<file path="config.mk">
export PLATFORM = sky130hd
export DESIGN_NAME = mic_irq_ctrl
export DESIGN_NICKNAME = d
export VERILOG_FILES = /design/src/mic_pkg.sv /design/src/mic_arb_if.sv /design/src/mic_arbiter.sv /design/src/mic_irq_ctrl.sv
export VERILOG_INCLUDE_DIRS = /design/src /design/src/src
export SDC_FILE = /design/constraint.sdc
export NUM_CORES = 1
export LEC_CHECK = 0
export BUFFER_PORTS_ARGS = -buffer_cell sky130_fd_sc_hd__clkbuf_2
export CAP_MARGIN = 20
export CELL_PAD_IN_SITES_DETAIL_PLACEMENT = 1
export CELL_PAD_IN_SITES_GLOBAL_PLACEMENT = 1
export CORE_ASPECT_RATIO = 1.2
export CORE_MARGIN = 2
export CORE_UTILIZATION = 33
export DETAILED_ROUTE_END_ITERATION = 8
export GPL_TIMING_DRIVEN = 0
export PLACE_DENSITY_LB_ADDON = 0.3
export SLEW_MARGIN = 25
export SYNTH_ARGS = -nofsm -noshare
export SYNTH_HDL_FRONTEND = slang
export SYNTH_SLANG_ARGS = --single-unit
</file>
<file path="constraint.sdc">
create_clock -name ref_clk -period 10 [get_ports ref_clk]
set_input_delay 1 -clock ref_clk [delete_from_list [all_inputs] [get_ports ref_clk]]
set_output_delay 1 -clock ref_clk [all_outputs]
set_load 0.005 [all_outputs]
</file>
<file path="src/mic_defs.svh">
// offsets, field positions and reset values for the interrupt controller
`ifndef MIC_DEFS_SVH
`define MIC_DEFS_SVH

// source count and vector count
`define MIC_NUM_SRC 21
`define MIC_NUM_VEC 10

// source positions in the request vector
`define MIC_SRC_CMP_TWO 0
`define MIC_SRC_CMP_SEVEN 1
`define MIC_SRC_CMP_THREE 2
`define MIC_SRC_CMP_EIGHT 3
`define MIC_SRC_EXT_TWO 4
`define MIC_SRC_T0_LOW 5
`define MIC_SRC_EXT_FOUR 6
`define MIC_SRC_EXT_THREE 7
`define MIC_SRC_BASE_TMR 8
`define MIC_SRC_T0_HIGH 9
`define MIC_SRC_T1_LOW 10
`define MIC_SRC_T1_HIGH 11
`define MIC_SRC_UART_RX 12
`define MIC_SRC_SYNC_SER 13
`define MIC_SRC_UART_TX 14
`define MIC_SRC_ADC 15
`define MIC_SRC_T6 16
`define MIC_SRC_T7 17
`define MIC_SRC_CMP1_TO 18
`define MIC_SRC_CMP_SIX 19
`define MIC_SRC_SURGE 20

// first source of each vector; sources of a vector are contiguous
`define MIC_VEC1_FIRST 2
`define MIC_VEC2_FIRST 4
`define MIC_VEC3_FIRST 7
`define MIC_VEC4_FIRST 9
`define MIC_VEC5_FIRST 10
`define MIC_VEC6_FIRST 12
`define MIC_VEC7_FIRST 13
`define MIC_VEC8_FIRST 15
`define MIC_VEC9_FIRST 19

// vector addresses: base plus a fixed stride
`define MIC_VEC_BASE 20'h00003
`define MIC_VEC_STRIDE 20'h00008

// number of vectors whose upper level is top rather than high
`define MIC_NUM_TOP_VEC 2

// service level encodings, none below low
`define MIC_LVL_NONE 2'h0
`define MIC_LVL_LOW 2'h1
`define MIC_LVL_HIGH 2'h2
`define MIC_LVL_TOP 2'h3

// nesting depth of the service level stack
`define MIC_STACK_DEPTH 3

`endif

</file>
<file path="src/mic_pkg.sv">
// types shared by the interrupt controller modules
package mic_pkg;

    typedef logic [1:0] mic_level_t;

    typedef enum logic [1:0] {
        MIC_RUN,
        MIC_IDLE,
        MIC_SLEEP
    } mic_mode_t;

endpackage

</file>
<file path="src/mic_arb_if.sv">
// carrier between the controller core and its arbiter
`timescale 1ns/1ps
interface mic_arb_if #(
    parameter int NUM_VEC = 10,
    parameter int IDX_W = 4
);
    logic [NUM_VEC-1:0] vec_pend;
    mic_pkg::mic_level_t vec_lvl [NUM_VEC];
    mic_pkg::mic_level_t cur_level;
    logic win_valid;
    logic [IDX_W-1:0] win_idx;
    mic_pkg::mic_level_t win_lvl;

    modport arb (
        input vec_pend,
        input vec_lvl,
        input cur_level,
        output win_valid,
        output win_idx,
        output win_lvl
    );

    modport ctl (
        output vec_pend,
        output vec_lvl,
        output cur_level,
        input win_valid,
        input win_idx,
        input win_lvl
    );
endinterface

</file>
<file path="src/mic_arbiter.sv">
// priority pick among pending vectors: level first, then lowest address
`timescale 1ns/1ps
`include "mic_defs.svh"
module mic_arbiter #(
    parameter int NUM_VEC = 10,
    parameter int IDX_W = 4
) (
    // request and answer bundle
    mic_arb_if.arb arb
);
    mic_pkg::mic_level_t best_lvl;
    logic [IDX_W-1:0] best_idx;
    logic found;

    // the winner index must be able to name every vector
    if (NUM_VEC < 1 || (2 ** IDX_W) < NUM_VEC) begin : g_bad_width
        $error("mic_arbiter: index width too narrow for the vector count");
    end

    // descending scan with >= lets the lower address win a tie
    always_comb begin
        best_lvl = `MIC_LVL_NONE;
        best_idx = '0;
        found = 1'b0;
        for (int i = NUM_VEC - 1; i >= 0; i--) begin
            if (arb.vec_pend[i] && (arb.vec_lvl[i] >= best_lvl)) begin
                best_lvl = arb.vec_lvl[i];
                best_idx = IDX_W'(i);
                found = 1'b1;
            end
        end
    end

    // nothing at or below the level in service gets through
    assign arb.win_valid = found && (best_lvl > arb.cur_level);
    assign arb.win_idx = best_idx;
    assign arb.win_lvl = best_lvl;
endmodule // mic_arbiter

</file>
<file path="src/mic_irq_ctrl.sv">
// multilevel vectored interrupt controller with idle and deep-sleep wake
`timescale 1ns/1ps
`include "mic_defs.svh"

// How it works
// - three nested levels top, high, low; every vector requests at one
// - a request at or below the level in service waits for its end
// - among pending vectors the highest level is granted
// - on equal levels the smallest vector address is granted
// - 21 sources fold onto 10 vectors, the first at 00003H
// - vector 00003H serves comparators two and seven, top or low
// - vector 0000BH serves comparators three and eight, top or low
// - vector 00013H serves pin two, timer zero low, pin four
// - vector 0001BH serves pin three and the base timer
// - vector 00033H serves the serial receiver alone
// - vector 0003BH serves synchronous serial and serial transmitter
// - vector 00043H serves converter, timers six, seven, pulse timeout
// - vector 0004BH serves comparator six and surge detection
// - idle stops the core, peripherals run, oscillators run unless stopped
// - idle ends on reset pin, watchdog, low-voltage reset or any enabled request
// - deep sleep stops core, peripherals and all internal oscillators
// - deep sleep ends on reset causes or pin request two or four
module mic_irq_ctrl #(
    parameter int NUM_SRC = `MIC_NUM_SRC,
    parameter int NUM_VEC = `MIC_NUM_VEC
) (
    // clock, reset, enable
    input wire logic ref_clk,
    input wire logic srst,
    input wire logic clk_en,
    // peripheral request pulses, enables and flag clears
    input wire logic [NUM_SRC-1:0] src_req,
    input wire logic [NUM_SRC-1:0] src_en,
    input wire logic [NUM_SRC-1:0] src_clr,
    // per vector: 1 selects the upper level, 0 selects low
    input wire logic [NUM_VEC-1:0] vec_level_sel,
    // processor core side
    input wire logic irq_ack,
    input wire logic irq_ret,
    output logic irq_req,
    output logic [19:0] irq_vec_addr,
    output mic_pkg::mic_level_t irq_level,
    output mic_pkg::mic_level_t service_level,
    output logic [NUM_SRC-1:0] src_flags,
    // standby control
    input wire logic idle_enter,
    input wire logic sleep_enter,
    input wire logic osc_stop_sw,
    input wire logic reset_pin_n,
    input wire logic watchdog_reset,
    input wire logic low_voltage_reset,
    output logic cpu_run,
    output logic periph_run,
    output logic osc_run,
    output mic_pkg::mic_mode_t standby_mode
);

    localparam int IDX_W = $clog2(NUM_VEC);
    // one count more than the depth so a full stack shows
    localparam int SP_W = $clog2(`MIC_STACK_DEPTH + 1);

    // the source to vector folding is fixed in hardware
    if (NUM_SRC != `MIC_NUM_SRC || NUM_VEC != `MIC_NUM_VEC) begin : g_bad_counts
        $error("mic_irq_ctrl: source and vector counts are fixed at 21 and 10");
    end
    // three strictly rising levels must fit on the stack
    if (`MIC_STACK_DEPTH < 3) begin : g_bad_depth
        $error("mic_irq_ctrl: the level stack needs three entries");
    end

    // vector that a source folds onto
    function automatic int vec_of_src(input int s);
        int v;
        v = 0;
        // descending compare: each source lands in the last group it reaches
        if (s >= `MIC_VEC9_FIRST) begin
            v = 9;
        end else if (s >= `MIC_VEC8_FIRST) begin
            v = 8;
        end else if (s >= `MIC_VEC7_FIRST) begin
            v = 7;
        end else if (s >= `MIC_VEC6_FIRST) begin
            v = 6;
        end else if (s >= `MIC_VEC5_FIRST) begin
            v = 5;
        end else if (s >= `MIC_VEC4_FIRST) begin
            v = 4;
        end else if (s >= `MIC_VEC3_FIRST) begin
            v = 3;
        end else if (s >= `MIC_VEC2_FIRST) begin
            v = 2;
        end else if (s >= `MIC_VEC1_FIRST) begin
            v = 1;
        end
        return v;
    endfunction

    // address of a vector index
    // vectors sit eight bytes apart from the first
    function automatic logic [19:0] vec_addr(input logic [IDX_W-1:0] idx);
        logic [19:0] wide_idx;
        wide_idx = 20'(idx);
        return `MIC_VEC_BASE + wide_idx * `MIC_VEC_STRIDE;
    endfunction

    // level that a vector requests at
    // the two comparator vectors trade high for top
    function automatic mic_pkg::mic_level_t vec_level(input int v, input logic upper);
        mic_pkg::mic_level_t lvl;
        lvl = `MIC_LVL_LOW;
        if (upper) begin
            lvl = (v < `MIC_NUM_TOP_VEC) ? `MIC_LVL_TOP : `MIC_LVL_HIGH;
        end
        return lvl;
    endfunction

    // request flags and service level stack
    logic [NUM_SRC-1:0] flag_r;
    mic_pkg::mic_level_t cur_level_r;
    mic_pkg::mic_level_t stack_r [`MIC_STACK_DEPTH];
    logic [SP_W-1:0] sp_r;
    // presented request
    logic irq_req_r;
    logic [19:0] irq_vec_addr_r;
    mic_pkg::mic_level_t irq_level_r;
    // standby mode and run enables
    mic_pkg::mic_mode_t mode_r;
    mic_pkg::mic_mode_t mode_nxt;
    logic cpu_run_r;
    logic periph_run_r;
    logic osc_run_r;

    // combinational helpers
    logic [NUM_SRC-1:0] live_src;
    logic [NUM_VEC-1:0] vec_pend;
    logic any_reset;
    logic any_pending;
    logic sleep_wake;
    logic ack_taken;

    // arbitration is purely combinational from the flags
    mic_arb_if #(.NUM_VEC(NUM_VEC), .IDX_W(IDX_W)) arb_bus ();

    mic_arbiter #(
        .NUM_VEC(NUM_VEC),
        .IDX_W(IDX_W)
    ) u_arbiter (
        .arb(arb_bus)
    );

    // fold enabled flags onto vectors
    assign live_src = flag_r & src_en;

    always_comb begin
        vec_pend = '0;
        for (int s = 0; s < NUM_SRC; s++) begin
            if (live_src[s]) begin
                vec_pend[vec_of_src(s)] = 1'b1;
            end
        end
    end

    assign arb_bus.vec_pend = vec_pend;
    assign arb_bus.cur_level = cur_level_r;

    // first two vectors choose top or low, the rest high or low
    always_comb begin
        for (int v = 0; v < NUM_VEC; v++) begin
            arb_bus.vec_lvl[v] = vec_level(v, vec_level_sel[v]);
        end
    end

    // any reset cause ends standby and empties the service stack
    assign any_reset = !reset_pin_n || watchdog_reset || low_voltage_reset;
    assign any_pending = |vec_pend;
    assign sleep_wake = live_src[`MIC_SRC_EXT_TWO] || live_src[`MIC_SRC_EXT_FOUR];
    assign ack_taken = irq_ack && irq_req_r;

    // request flags; a new request beats a clear in the same cycle
    // flags latch even while disabled, so a later enable still sees them
    always_ff @(posedge ref_clk) begin
        if (srst) begin
            flag_r <= '0;
        end else if (clk_en) begin
            flag_r <= (flag_r & ~src_clr) | src_req;
        end
    end

    // service level stack; an accept in the same cycle as a return wins
    // a reset cause empties the stack but keeps the flags, so pending work survives
    always_ff @(posedge ref_clk) begin
        if (srst) begin
            cur_level_r <= `MIC_LVL_NONE;
            sp_r <= '0;
            for (int i = 0; i < `MIC_STACK_DEPTH; i++) begin
                stack_r[i] <= `MIC_LVL_NONE;
            end
        end else if (clk_en) begin
            if (any_reset) begin
                cur_level_r <= `MIC_LVL_NONE;
                sp_r <= '0;
            end else if (ack_taken) begin
                // strictly rising levels bound the nesting at three
                if (sp_r < SP_W'(`MIC_STACK_DEPTH)) begin
                    stack_r[sp_r] <= cur_level_r;
                    sp_r <= sp_r + SP_W'(1);
                end
                cur_level_r <= irq_level_r;
            // a return with an empty stack is ignored
            end else if (irq_ret && sp_r != '0) begin
                cur_level_r <= stack_r[sp_r - SP_W'(1)];
                sp_r <= sp_r - SP_W'(1);
            end
        end
    end

    // presented request; dropped at once on acceptance so it is not taken twice
    // the core acks a cycle late, so a higher arrival may still replace the winner
    always_ff @(posedge ref_clk) begin
        if (srst) begin
            irq_req_r <= 1'b0;
            irq_vec_addr_r <= `MIC_VEC_BASE;
            irq_level_r <= `MIC_LVL_NONE;
        end else if (clk_en) begin
            if (ack_taken || any_reset) begin
                irq_req_r <= 1'b0;
            end else begin
                irq_req_r <= arb_bus.win_valid;
                irq_vec_addr_r <= vec_addr(arb_bus.win_idx);
                irq_level_r <= arb_bus.win_lvl;
            end
        end
    end

    // standby mode
    // idle wakes on any enabled flag, even one held back by the level in service
    // sleep listens only to the two pin requests; other flags still latch
    always_comb begin
        mode_nxt = mode_r;
        case (mode_r)
            mic_pkg::MIC_RUN: begin
                if (sleep_enter) begin
                    mode_nxt = mic_pkg::MIC_SLEEP;
                end else if (idle_enter) begin
                    mode_nxt = mic_pkg::MIC_IDLE;
                end
            end
            mic_pkg::MIC_IDLE: begin
                if (any_reset || any_pending) begin
                    mode_nxt = mic_pkg::MIC_RUN;
                end
            end
            mic_pkg::MIC_SLEEP: begin
                if (any_reset || sleep_wake) begin
                    mode_nxt = mic_pkg::MIC_RUN;
                end
            end
            default: begin
                mode_nxt = mic_pkg::MIC_RUN;
            end
        endcase
        if (any_reset) begin
            mode_nxt = mic_pkg::MIC_RUN;
        end
    end

    always_ff @(posedge ref_clk) begin
        if (srst) begin
            mode_r <= mic_pkg::MIC_RUN;
        end else if (clk_en) begin
            mode_r <= mode_nxt;
        end
    end

    // run enables follow the next mode so they change with it
    // software oscillator stop is honoured in every mode, not only in idle
    always_ff @(posedge ref_clk) begin
        if (srst) begin
            cpu_run_r <= 1'b1;
            periph_run_r <= 1'b1;
            osc_run_r <= 1'b1;
        end else if (clk_en) begin
            cpu_run_r <= (mode_nxt == mic_pkg::MIC_RUN);
            periph_run_r <= (mode_nxt != mic_pkg::MIC_SLEEP);
            osc_run_r <= (mode_nxt != mic_pkg::MIC_SLEEP) && !osc_stop_sw;
        end
    end

    // outputs
    // every output is a flop; no input reaches a pin unregistered
    assign irq_req = irq_req_r;
    assign irq_vec_addr = irq_vec_addr_r;
    assign irq_level = irq_level_r;
    assign service_level = cur_level_r;
    assign src_flags = flag_r;
    assign cpu_run = cpu_run_r;
    assign periph_run = periph_run_r;
    assign osc_run = osc_run_r;
    assign standby_mode = mode_r;

endmodule // mic_irq_ctrl

</file>
# After elaboration in Yosys (flattened, before gate mapping)
# Memories as Yosys holds them, arrays and structs flattened.
# Cells that the tools add are included.
# word_totals
reg_bits	53
ramBits	6
inputBits	84
out_inout_bits	51
wordCells	285
memories	1
# mem_list
memory	depth	width	rd	rd_ports_with_merged_regs	write_ports	line	source
stack_r	3	2	1	0	3	mic_irq_ctrl.sv:120	mic_pkg::mic_level_t stack_r [`MIC_STACK_DEPTH];
# classes
addsub	3
n_lt_le_gt_ge	50
eq_ne	4
n_mux	143
n_bitwise	24
reduce_logical	50
# op_table
op	count
>= comparator 32 x 1 -> 1 bit, second input constant	19
less-than comparator 32 x 6 -> 1 bit, second input constant	19
2-to-1 mux 32 bit	19
2-to-1 mux 10 bit	19
bitwise OR 10 bit	18
demux 1 bit (select 4 bit)	19
2-to-1 mux 2 bit	34
AND 21 bit	2
2-to-1 mux 1 bit	41
2-to-1 mux 4 bit	10
logical AND 1 bit	33
inverter 21 bit	1
bitwise OR 21 bit	1
>= comparator 2 bit	9
bitwise OR 1 x 10 -> 10 bit	1
OR reduction 10 bit	1
adder 2 x 7 -> 8 bit, first input constant	1
logical OR 1 bit	6
one-hot mux 2 bit (3 select lines)	1
zero test 2 bit	2
AND reduction 2 bit	2
!= test 3 x 2 -> 1 bit, second input constant	1
AND reduction 3 bit	1
nonzero test 3 bit	1
12 further kinds	13

# Logic depth before layout (Yosys ltp)
# Gate-level depths: netlist of the first run.
# logic_depth
word_depth	76
mapped_depth	50
mapped_depth_nobuf	50

# Hierarchy
# A second synthesis of the first run with hierarchy kept.
# hier_totals
cells_unflattened	365
area_unflattened_um2	3047.9
# modules_own_cells
mod	n_inst	cells_per_inst	area_per_inst_um2	seq_area_each_um2
mic_irq_ctrl	1	249	2244.7	980.9
mic_arbiter	1	116	803.3	0.0

# Worst setup path before layout of the first run
# Ideal clock, no wire load.
# synth_path
path_kind	input-to-reg
startpoint	in src_en[19]
endpoint	reg irq_req_r (netlist: irq_req)
setup_time_ns	0.061
t_arrival_ns	8.625
t_required_ns	9.939
slack_ns	1.314
stages	46
n_path_buf	0
path_cell_list	a22oi_1 > nor2_1 > ha_1 > nand2b_4 > a21o_4 > nand2_1 > nand2_1 > o21ai_0 > ha_1 > nand2b_1 > a31oi_1 > a21oi_1 > ha_1 > nand2b_1 > nand3_1 > and2_1 > o21ai_1 > nand2_1 > [10 not listed] > o21bai_1 > o21ai_0 > ha_1 > inv_1 > o311ai_0 > a222oi_1 > o21ai_0 > nand2_1 > ha_1 > nand2b_1 > a21oi_1 > nor2_1 > a21o_1 > a2111o_1 > a21oi_1 > ha_1 > a2111oi_0 > a32o_1
# synth_via
elab_chain_len	36
elab_cells_between_ends	46
cone_classes	10 x order compare; 23 x mux; 2 x bitwise; 11 x reduce/logical
# synth_rtl
element	line	source
from (decl)	mic_irq_ctrl.sv:33	input wire logic [NUM_SRC-1:0] src_en,
AND 21 bit (*)	mic_irq_ctrl.sv:152	assign live_src = flag_r & src_en;
2-to-1 mux 10 bit (*)	mic_irq_ctrl.sv:157	if (live_src[s]) begin
bitwise OR 10 bit (no line)	--	
2-to-1 mux 10 bit (*)	mic_irq_ctrl.sv:157	
logical AND 1 bit	mic_arbiter.sv:26	if (arb.vec_pend[i] && (arb.vec_lvl[i] >= best_lvl)) begin
2-to-1 mux 2 bit	mic_arbiter.sv:26	
>= comparator 2 bit	mic_arbiter.sv:26	
logical AND 1 bit	mic_arbiter.sv:26	
[20 not listed]	--	
logical AND 1 bit	mic_arbiter.sv:26	
2-to-1 mux 2 bit	mic_arbiter.sv:26	
>= comparator 2 bit	mic_arbiter.sv:26	
logical AND 1 bit	mic_arbiter.sv:26	
2-to-1 mux 2 bit	mic_arbiter.sv:26	
greater-than comparator 2 bit	mic_arbiter.sv:35	assign arb.win_valid = found && (best_lvl > arb.cur_level);
logical AND 1 bit (*)	mic_arbiter.sv:35	
2-to-1 mux 1 bit (*)	mic_irq_ctrl.sv:225	if (ack_taken || any_reset) begin
to (signal assigned)	mic_irq_ctrl.sv:228	irq_req_r <= arb_bus.win_valid;
to (decl)	mic_irq_ctrl.sv:123	logic irq_req_r;
# Mark *: on every way between the ends. The rest lies on a longest branch, timed or not.
# A chain may end at the register's enable or synchronous reset.

# Final worst setup path of the first run
# Ends and elaborated chain as after synthesis.

==> results of run 1 <==
cell families after synthesis:
| family | count (synthesis) | synth area share, % |
|---|---|---|
| flops | 45 | 32.6 |
| other cells | 2 | 0.249 |
| compound gates | 116 | 28.3 |
| fa+ha+maj | 16 | 6.61 |
| buf+inv | 41 | 7.10 |
| mux | 8 | 2.74 |
| simple gates | 148 | 22.4 |
synth_stat cells, types with 3 or more instances:
master | number | area, um^2
a21oi_1 | 16 | 80.1
dfxtp_1 | 37 | 741
nand3_1 | 6 | 30.0
mux2i_1 | 6 | 60.1
buf_1 | 3 | 11.3
inv_1 | 14 | 52.6
o21a_1 | 5 | 37.5
edfxtp_1 | 8 | 240
nand2_1 | 58 | 218
and2_1 | 6 | 37.5
o21ai_1 | 3 | 15.0
nor3_1 | 5 | 25.0
o21ai_0 | 16 | 80.1
a22oi_1 | 27 | 203
nor2b_1 | 4 | 25.0
ha_1 | 15 | 188
nor2_1 | 46 | 173
a21boi_0 | 6 | 45.0
clkbuf_1 | 8 | 30.0
buf_4 | 16 | 120
a31oi_1 | 5 | 31.3
nand2b_1 | 6 | 37.5
a22o_1 | 6 | 52.6
worst min-delay path: stages, from the launching register on:
cell	delay (ns)
dfxtp_1	0.32
nand2_1	0.05
a21oi_1	0.05
timing repair:
item / in CTS / in global routing
setup endpoints to repair: 0 / 6
buffers inserted: 0 / 3
gates resized for setup: 0 / 13
hold buffers: 0 / 0
registers in the layout, indices dropped and copies added, names as in the netlist:
signal         count
standby_mode       2
sp_r               2
osc_run            1
irq_req            1
periph_run         1
irq_level          2
service_level      2
stack_r            8
irq_vec_addr       4
cpu_run            1
src_flags         21
cell type report:
cell class / instances / area, um^2 / share of cell area, %
multi-input combinational: 306 / 1930 / 48.5
inverter: 14 / 52.6 / 1.32
timing repair buffer: 120 / 608 / 15.3
clock buffer: 8 / 90.1 / 2.27
tap: 120 / 150 / 3.78
sequential: 45 / 981 / 24.7
buffer: 27 / 161 / 4.07
layout by cell type, fill, tap and decap left out, drive strengths merged, types with 2 or more instances in the layout:
| master | Yosys | routed |
|---|---|---|
| edfxtp | 8 | 8 |
| nand3 | 6 | 6 |
| dfxtp | 37 | 37 |
| mux2 | 2 | 2 |
| nor2b | 4 | 4 |
| a21oi | 17 | 17 |
| a2111o | 2 | 2 |
| or2 | 2 | 2 |
| o21a | 6 | 6 |
| clkbuf | 8 | 133 |
| or3 | 2 | 2 |
| and3 | 2 | 2 |
| and2 | 6 | 6 |
| nor4 | 2 | 2 |
| a31oi | 5 | 5 |
| or3b | 2 | 2 |
| nand2 | 59 | 59 |
| ha | 15 | 15 |
| nor3 | 6 | 6 |
| nor2 | 46 | 46 |
| mux2i | 6 | 6 |
| a2111oi | 2 | 2 |
| buf | 19 | 22 |
| o21ai | 20 | 20 |
| conb | 2 | 18 |
| a211o | 2 | 2 |
| o211ai | 2 | 2 |
| a22oi | 29 | 29 |
| a21boi | 8 | 8 |
| inv | 14 | 14 |
| a21o | 4 | 4 |
| nand2b | 7 | 7 |
| a22o | 6 | 6 |
| a32oi | 2 | 2 |
metal layers:
layer | vias to the layer above | wire length [um] | GRT usage, %
li1 | 1620 | - | -
met1 | 1560 | 4080 | 23.8
met2 | 98 | 5370 | 39.0
met3 | 4 | 572 | 4.28
met4 | 0 | 51 | 2.81
met5 | - | 0 | 0
report_power, final:
part / total (uW) / switching [uW] / internal [uW]
Combinational: 143 / 77.8 / 65.6
Sequential: 201 / 8.23 / 193
Clock: 117 / 60.1 / 56.5
through the flow:
stage,instances,worst slack [ns],hold WS (ns)
after global placement,629,0.117,0.447
after detailed placement,629,-0.136,0.456
final,640,0.719,0.462
after global routing,640,0.00127,0.502
after CTS,637,0.115,0.468
after floorplan,392,1.31,0.447
worst max path at each step:
stage,endpoint,cells after the start
after global placement,irq_req,47
after detailed placement,irq_req,47
after global routing,irq_req,48
final,irq_req,48
after CTS,irq_req,47
after floorplan,irq_req,46
==> impl_metrics.toml, run 1 <==
[finish]
diodes = 0
area_growth_pct = 31.8
final_area_um2 = 3970
fin_nets = 618
fin_util_pct = 44.4
layout-drive-gt1-share_pct = 32.5
nFillCells = 1200

[setup_path]
worstPathArrival_ns = 9.52
rr_startpoint = "src_flags[19]"
crit_type = "input pin to register"
cp_top_family = "compound AO/OA/AOI/OAI gates"
r2r-end = "irq_req"
crit_top_cell = "ha_1"
r2r_cells = 47
cp_max_fo = 7
worstPathRequired_ns = 10.24
cpPeakStageDelay_ns = 0.41
crit_start = "src_en[19]"
slowest_stage = "a222oi_1"
end_kind = "register"
start_kind = "input pin"
regToRegSetupSlack_ns = 1.10
critPathBufInv = 2

[cts]
clkSinkCount = 45
cts_tree = "built"
htree_levels = 2
clock-root-buffer = "clkbuf_8"
cts.path.max_buffers = 2
path_clk_slew_ns = 0.08
clock_latency_ns = 0.30
cts_buffers = 5

[timing]
fmax_mhz = 108
fin_skew_ns = 0.0105
worst_pin_slew_ns = 0.571
finalHoldViolations = 0
fin_crit_sh_pct = 92.8
rsz0062_at_grt = "no"
setup_viol = 0
slew_headroom_pct = 61.6
drv_slew = 0
fin_crit_ns = 9.28
final.setup.tns_ns = 0

[synth]
yosys_register_bits = 45
yosys_warnings = 0
syn_area_um2 = 3010
synth_top_flop_cell = "dfxtp_1"
async_flop_share_pct = 0
synthCells = 376
yosysUniqueCellTypes = 65
ys_seq_area_share_pct = 32.6
syn_area_per_cell_um2 = 8.01
synth-edff-count = 8

[floorplan]
fp-row-count = 38
die_w_um = 91.2
coreArea_um2 = 8940
die_area_um2 = 9910
num_io_pins = 135
initial_utilization_pct = 33.7
die_y_um = 109

[detailed_routing]
vias = 3282
first_iter_violations = 99
route.detailed.drc = 0
viasPerCell = 5.13
wl_um = 10100
drtPass1Iterations = 4
detail_route.wl_per_cell_um = 15.8
postRouteAntennaNets = 0

[power_and_ir_drop]
p_total_uw = 461
leakage_uw = 0.00185
vdd_drop_max_v = 0.0000500
power_density_nw_per_um2 = 116

[placement]
finalWeightedCongestion = 0.860
placed_area_um2 = 3810
hpwl_um = 8490
io_buffers = 117

[worst_hold_path]
hold_end = "irq_vec_addr[4]"
min_path_type = "register to register"
hp-start = "irq_vec_addr[4]"
hold-path-cell-count = 2

[flow_run]
maxCapViolations = 0

[global_route]
grt_pass1_vias = 3390
grt-ovfl-total = 0
antenna_found_initial = 0
grt_first_pass_wirelength_um = 16200
grtUsageTotal_pct = 20.4
grt_start_max_net_pins = 14

[status]
outcome = "finished clean"
Note: power is estimated with default switching activity, not from simulation.
==> inputs of run 2 (changes only) <==
--- a/config.mk
+++ b/config.mk
@@ -14,8 +14,8 @@
 export CORE_MARGIN = 2
 export CORE_UTILIZATION = 33
 export DETAILED_ROUTE_END_ITERATION = 8
-export GPL_TIMING_DRIVEN = 0
 export PLACE_DENSITY_LB_ADDON = 0.3
+export SKIP_LAST_GASP = 1
 export SLEW_MARGIN = 25
 export SYNTH_ARGS = -nofsm -noshare
 export SYNTH_HDL_FRONTEND = slang
==> run 2 against run 1 <==
Against the previous run:
- final area down 4.2%
- worst setup slack worse by 0.041 ns
- largest cell class unchanged
- register-to-register slack about the same
- die area unchanged
- critical path depth up 2
- sequential share of layout area up 1.1 points
- non-clock buffer count down 25
- maximum frequency down 0.44%
- critical endpoint unchanged
- largest power group unchanged
==> impl_metrics.toml, run 2 (same netlist as run 1, synthesis figures left out) <==
[status]
outcome = "finished clean"

[setup_path]
crit_top_cell = "ha_1"
start_kind = "input pin"
end_kind = "register"
cp_max_fo = 7
worstPathArrival_ns = 9.53
cpPeakStageDelay_ns = 0.40
slowest_stage = "a222oi_1"
crit_type = "input pin to register"
worstPathRequired_ns = 10.21
r2r_cells = 49

[floorplan]
fp-row-count = 38
initial_utilization_pct = 33.7
die_area_um2 = 9910
coreArea_um2 = 8940
num_io_pins = 135
die_y_um = 109
die_w_um = 91.2

[cts]
htree_levels = 2
cts_buffers = 5
cts.path.max_buffers = 2
cts_tree = "built"
clkSinkCount = 45
clock-root-buffer = "clkbuf_8"
path_clk_slew_ns = 0.09
clock_latency_ns = 0.30

[placement]
hpwl_um = 8090
placed_area_um2 = 3650
io_buffers = 118
finalWeightedCongestion = 0.889

[timing]
finalHoldViolations = 0
fin_skew_ns = 0.00815
slew_headroom_pct = 34.5
drv_slew = 0
fin_crit_sh_pct = 93.2
fmax_mhz = 107
setup_viol = 0
fin_crit_ns = 9.32
worst_pin_slew_ns = 0.983

[detailed_routing]
detail_route.wl_per_cell_um = 16.1
vias = 3220
top_layer = "met4"
wl_met3_um = 608
viasPerCell = 5.24
route.detailed.drc = 0
wl_um = 9890
first_iter_violations = 75
wl_met1_um = 3850
postRouteAntennaNets = 0
routed-wl-met2_um = 5240
drtPass1Iterations = 4

[power_and_ir_drop]
power_density_nw_per_um2 = 120
leakage_uw = 0.00176
vdd_drop_max_v = 0.0000490

[finish]
final_common_cell = "clkbuf_2"
fin_nets = 593
diodes = 0
final_area_um2 = 3800
fin_util_pct = 42.5
nFillCells = 1156
area_growth_pct = 26.3
final_cell_mix = "clkbuf_2, nand2_1, nor2_1"
layout-drive-gt1-share_pct = 30.9
largest_reg_flops = 21

[global_route]
grt_pass1_vias = 3239
grtUsageTotal_pct = 19.7
grt_start_max_net_pins = 51
antenna_found_initial = 0
grt_first_pass_wirelength_um = 15700
grt-ovfl-total = 0

[flow_run]
maxCapViolations = 0

[worst_hold_path]
min_path_type = "register to register"
hold-path-cell-count = 2
[run 2: changes by cell type in the layout (fill, tap and decap cells not counted), sizes merged]
cell	change
clkinv	+1
clkbuf	-10
buf	-18
inv	+1
clkinvlp	+1
[run 2: worst paths after layout]
path	from	end	slack, ns
worst min register to register	irq_vec_addr[6]	irq_vec_addr[6]	0.46
worst max register to register	src_flags[19]	irq_req	1.10
worst max-delay path	src_en[19]	irq_req	0.68
worst min-delay path	irq_vec_addr[6]	irq_vec_addr[6]	0.46
[run 2: metrics by stage]
| stage | cells | total power, uW | setup TNS, ns | hold WS, ns | worst slack (ns) |
|---|---|---|---|---|---|
| global route | 615 | 486 | -0.0981 | 0.495 | -0.0981 |
| floorplan | 392 | 287 | 0 | 0.447 | 1.31 |
| finish | 615 | 455 | 0 | 0.463 | 0.679 |
| global placement | 603 | 329 | 0 | 0.444 | 0.489 |
| CTS | 611 | 452 | 0 | 0.467 | 0.273 |
| detailed placement | 603 | 334 | -0.0206 | 0.455 | -0.0206 |
[run 2: layer usage]
layer	vias to the layer above	GRT usage, %
li1	1560	-
met2	102	37.7
met1	1542	21.5
met5	-	0
met4	0	6.71
met3	16	4.15
[run 2: report_power, final]
part | total (uW) | internal (uW) | switching [uW]
Combinational | 136 | 60.7 | 75.6
Clock | 117 | 49.3 | 67.7
Sequential | 202 | 193 | 8.38
[run 2: what timing repair did]
item                                    4_1_cts  5_1_grt
endpoints found under the setup margin        0        4
hold buffers                                  0        0
buffers inserted                              0        4
resized for setup                             0        9
[run 2: critical path, delay by kind of cell]
family	cells	cell delay, ns
adders and majority gates	8	2.01
buffers and inverters	3	0.21
and+or+nand+nor	17	2.14
AOI/OAI and AO/OA	22	4.14
[run 2: layout make-up]
| class | count | area (um^2) | share of cell area, % |
|---|---|---|---|
| tap | 120 | 150 | 3.95 |
| inverter | 14 | 52.6 | 1.38 |
| clock buffer | 5 | 68.8 | 1.81 |
| multi-input combinational | 306 | 1910 | 50.2 |
| clock inverter | 3 | 20.0 | 0.526 |
| timing repair buffer | 122 | 621 | 16.3 |
| sequential | 45 | 981 | 25.8 |
==> inputs of run 3 (changes only) <==
--- a/config.mk
+++ b/config.mk
@@ -14,7 +14,7 @@
 export CORE_MARGIN = 2
 export CORE_UTILIZATION = 33
 export DETAILED_ROUTE_END_ITERATION = 8
-export PLACE_DENSITY_LB_ADDON = 0.3
+export PLACE_DENSITY_LB_ADDON = 0.1
 export SKIP_LAST_GASP = 1
 export SLEW_MARGIN = 25
 export SYNTH_ARGS = -nofsm -noshare
==> run 3 against run 2 <==
Against the previous run:
- final area unchanged
- combinational power about the same
- final cell count down 0.33%
- via count down 0.53%
- sequential cell count unchanged
- largest power group unchanged
- largest cell class unchanged
- power up 4.7%
- maximum frequency down 0.15%
- utilization unchanged
- clock power up 21%
- critical path depth down 2
- global-route usage up 0.41 points
==> impl_metrics.toml, run 3 (same netlist as run 1, synthesis figures left out) <==
[status]
outcome = "finished clean"

[floorplan]
coreArea_um2 = 8940
die_area_um2 = 9910
die_w_um = 91.2
initial_utilization_pct = 33.7
num_io_pins = 135
die_y_um = 109
fp-row-count = 38

[flow_run]
maxCapViolations = 0

[timing]
setup_viol = 0
final.setup.tns_ns = 0
fin_crit_sh_pct = 93.4
fmax_mhz = 107
rsz0062_at_grt = "no"
worst_pin_slew_ns = 0.817
fin_skew_ns = 0.0104
fin_crit_ns = 9.34
hold-worst-slack_ns = 0.459
drv_slew = 0
slew_headroom_pct = 45.5
finalHoldViolations = 0

[global_route]
grtUsageTotal_pct = 20.1
grt_util_met3_pct = 3.73
grt_first_pass_wirelength_um = 15800
use_met1_pct = 23.4
grtUsageMet2_pct = 38.5
top_usage_layer = "met2"
grt-ovfl-total = 0
grt_start_max_net_pins = 51
antenna_found_initial = 0
grt_pass1_vias = 3228

[setup_path]
crit_top_cell = "ha_1"
slowest_stage = "a222oi_1"
r2r_cells = 47
cpPeakStageDelay_ns = 0.46
worstPathArrival_ns = 9.57
worstPathRequired_ns = 10.24
end_kind = "register"
crit_type = "input pin to register"
cp_max_fo = 7
start_kind = "input pin"

[cts]
cts_tree = "built"
clock_latency_ns = 0.30
path_clk_slew_ns = 0.08
htree_levels = 2
cts_buffers = 5
clkSinkCount = 45
ctsHoldBuffers = 0
clock-root-buffer = "clkbuf_8"
cts.path.max_buffers = 2

[finish]
nFillCells = 1172
final_cell_mix = "clkbuf_2, nand2_1, nor2_1"
fin_nets = 591
stdcell_count = 613
area_growth_pct = 26.3
final_common_cell = "clkbuf_2"
diodes = 0
layout-drive-gt1-share_pct = 30.2
largest_reg_flops = 21

[power_and_ir_drop]
power_frac_clock_pct = 29.7
power_density_nw_per_um2 = 125
power.internal_uw = 327
p_switching_uw = 150
combPwrFrac_pct = 28.0
sw_frac_of_total_pct = 31.4
leakage_uw = 0.00176
seqPwrFrac_pct = 42.3
vdd_drop_max_v = 0.0000430

[detailed_routing]
detail_route.wl_per_cell_um = 16.5
route.detailed.drc = 0
drtPass1Iterations = 4
wl_um = 10100
postRouteAntennaNets = 0
vias = 3203
viasPerCell = 5.23
first_iter_violations = 79

[placement]
dp_cells = 604
finalWeightedCongestion = 0.869
hpwl_um = 8060
io_buffers = 118

[worst_hold_path]
hold-path-cell-count = 2
min_path_type = "register to register"
run 3: final timing paths:
path                            slack [ns]             from              end
worst min-delay path                  0.46  irq_vec_addr[4]  irq_vec_addr[4]
worst max register to register        1.10    src_flags[19]          irq_req
worst max-delay path                  0.66       src_en[19]          irq_req
worst min register to register        0.46  irq_vec_addr[4]  irq_vec_addr[4]
run 3: critical path, delay by kind of cell:
kind	cells	cell delay, ns
AOI/OAI and AO/OA	21	4.23
buffers and inverters	2	0.17
adders and majority gates	8	2.12
and+or+nand+nor	17	2.06
run 3: what timing repair did:
item,CTS,global route
endpoints found under the setup margin,0,6
setup buffers,0,1
resized for setup,0,7
run 3: stage by stage:
step / cell area, um^2 / setup slack [ns] / power [uW] / util, %
detailed placement: 3660 / 0.0605 / 334 / 40.9
floorplan: 3070 / 1.31 / 287 / -
finish: 3800 / 0.665 / 476 / 42.5
global route: 3800 / 0.0109 / 505 / 42.5
global placement: 3660 / 0.418 / 330 / 40.9
CTS: 3770 / 0.168 / 477 / 42.2
run 3: layout make-up:
| cell class | count | area, um^2 | area share [%] |
|---|---|---|---|
| repair buffers | 120 | 606 | 15.9 |
| inverters | 14 | 52.6 | 1.38 |
| multi-input cells | 306 | 1900 | 50.0 |
| well taps | 120 | 150 | 3.95 |
| flip-flops and latches | 45 | 981 | 25.8 |
| clock buffers | 6 | 72.6 | 1.91 |
| clock inverters | 2 | 38.8 | 1.02 |
run 3: power groups by stage:
stage | clock network (uW) | registers [uW] | logic [uW]
floorplan | 0 | 204 | 83.3
global placement | 0 | 205 | 125
detailed placement | 0 | 206 | 128
CTS | 146 | 202 | 129
global route | 153 | 203 | 149
finish | 142 | 202 | 133
run 3: layer usage:
layer / wire length, um / vias up
li1: - / 1556
met1: 4220 / 1539
met2: 5230 / 95
met3: 512 / 13
met4: 117 / 0
met5: 0 / -
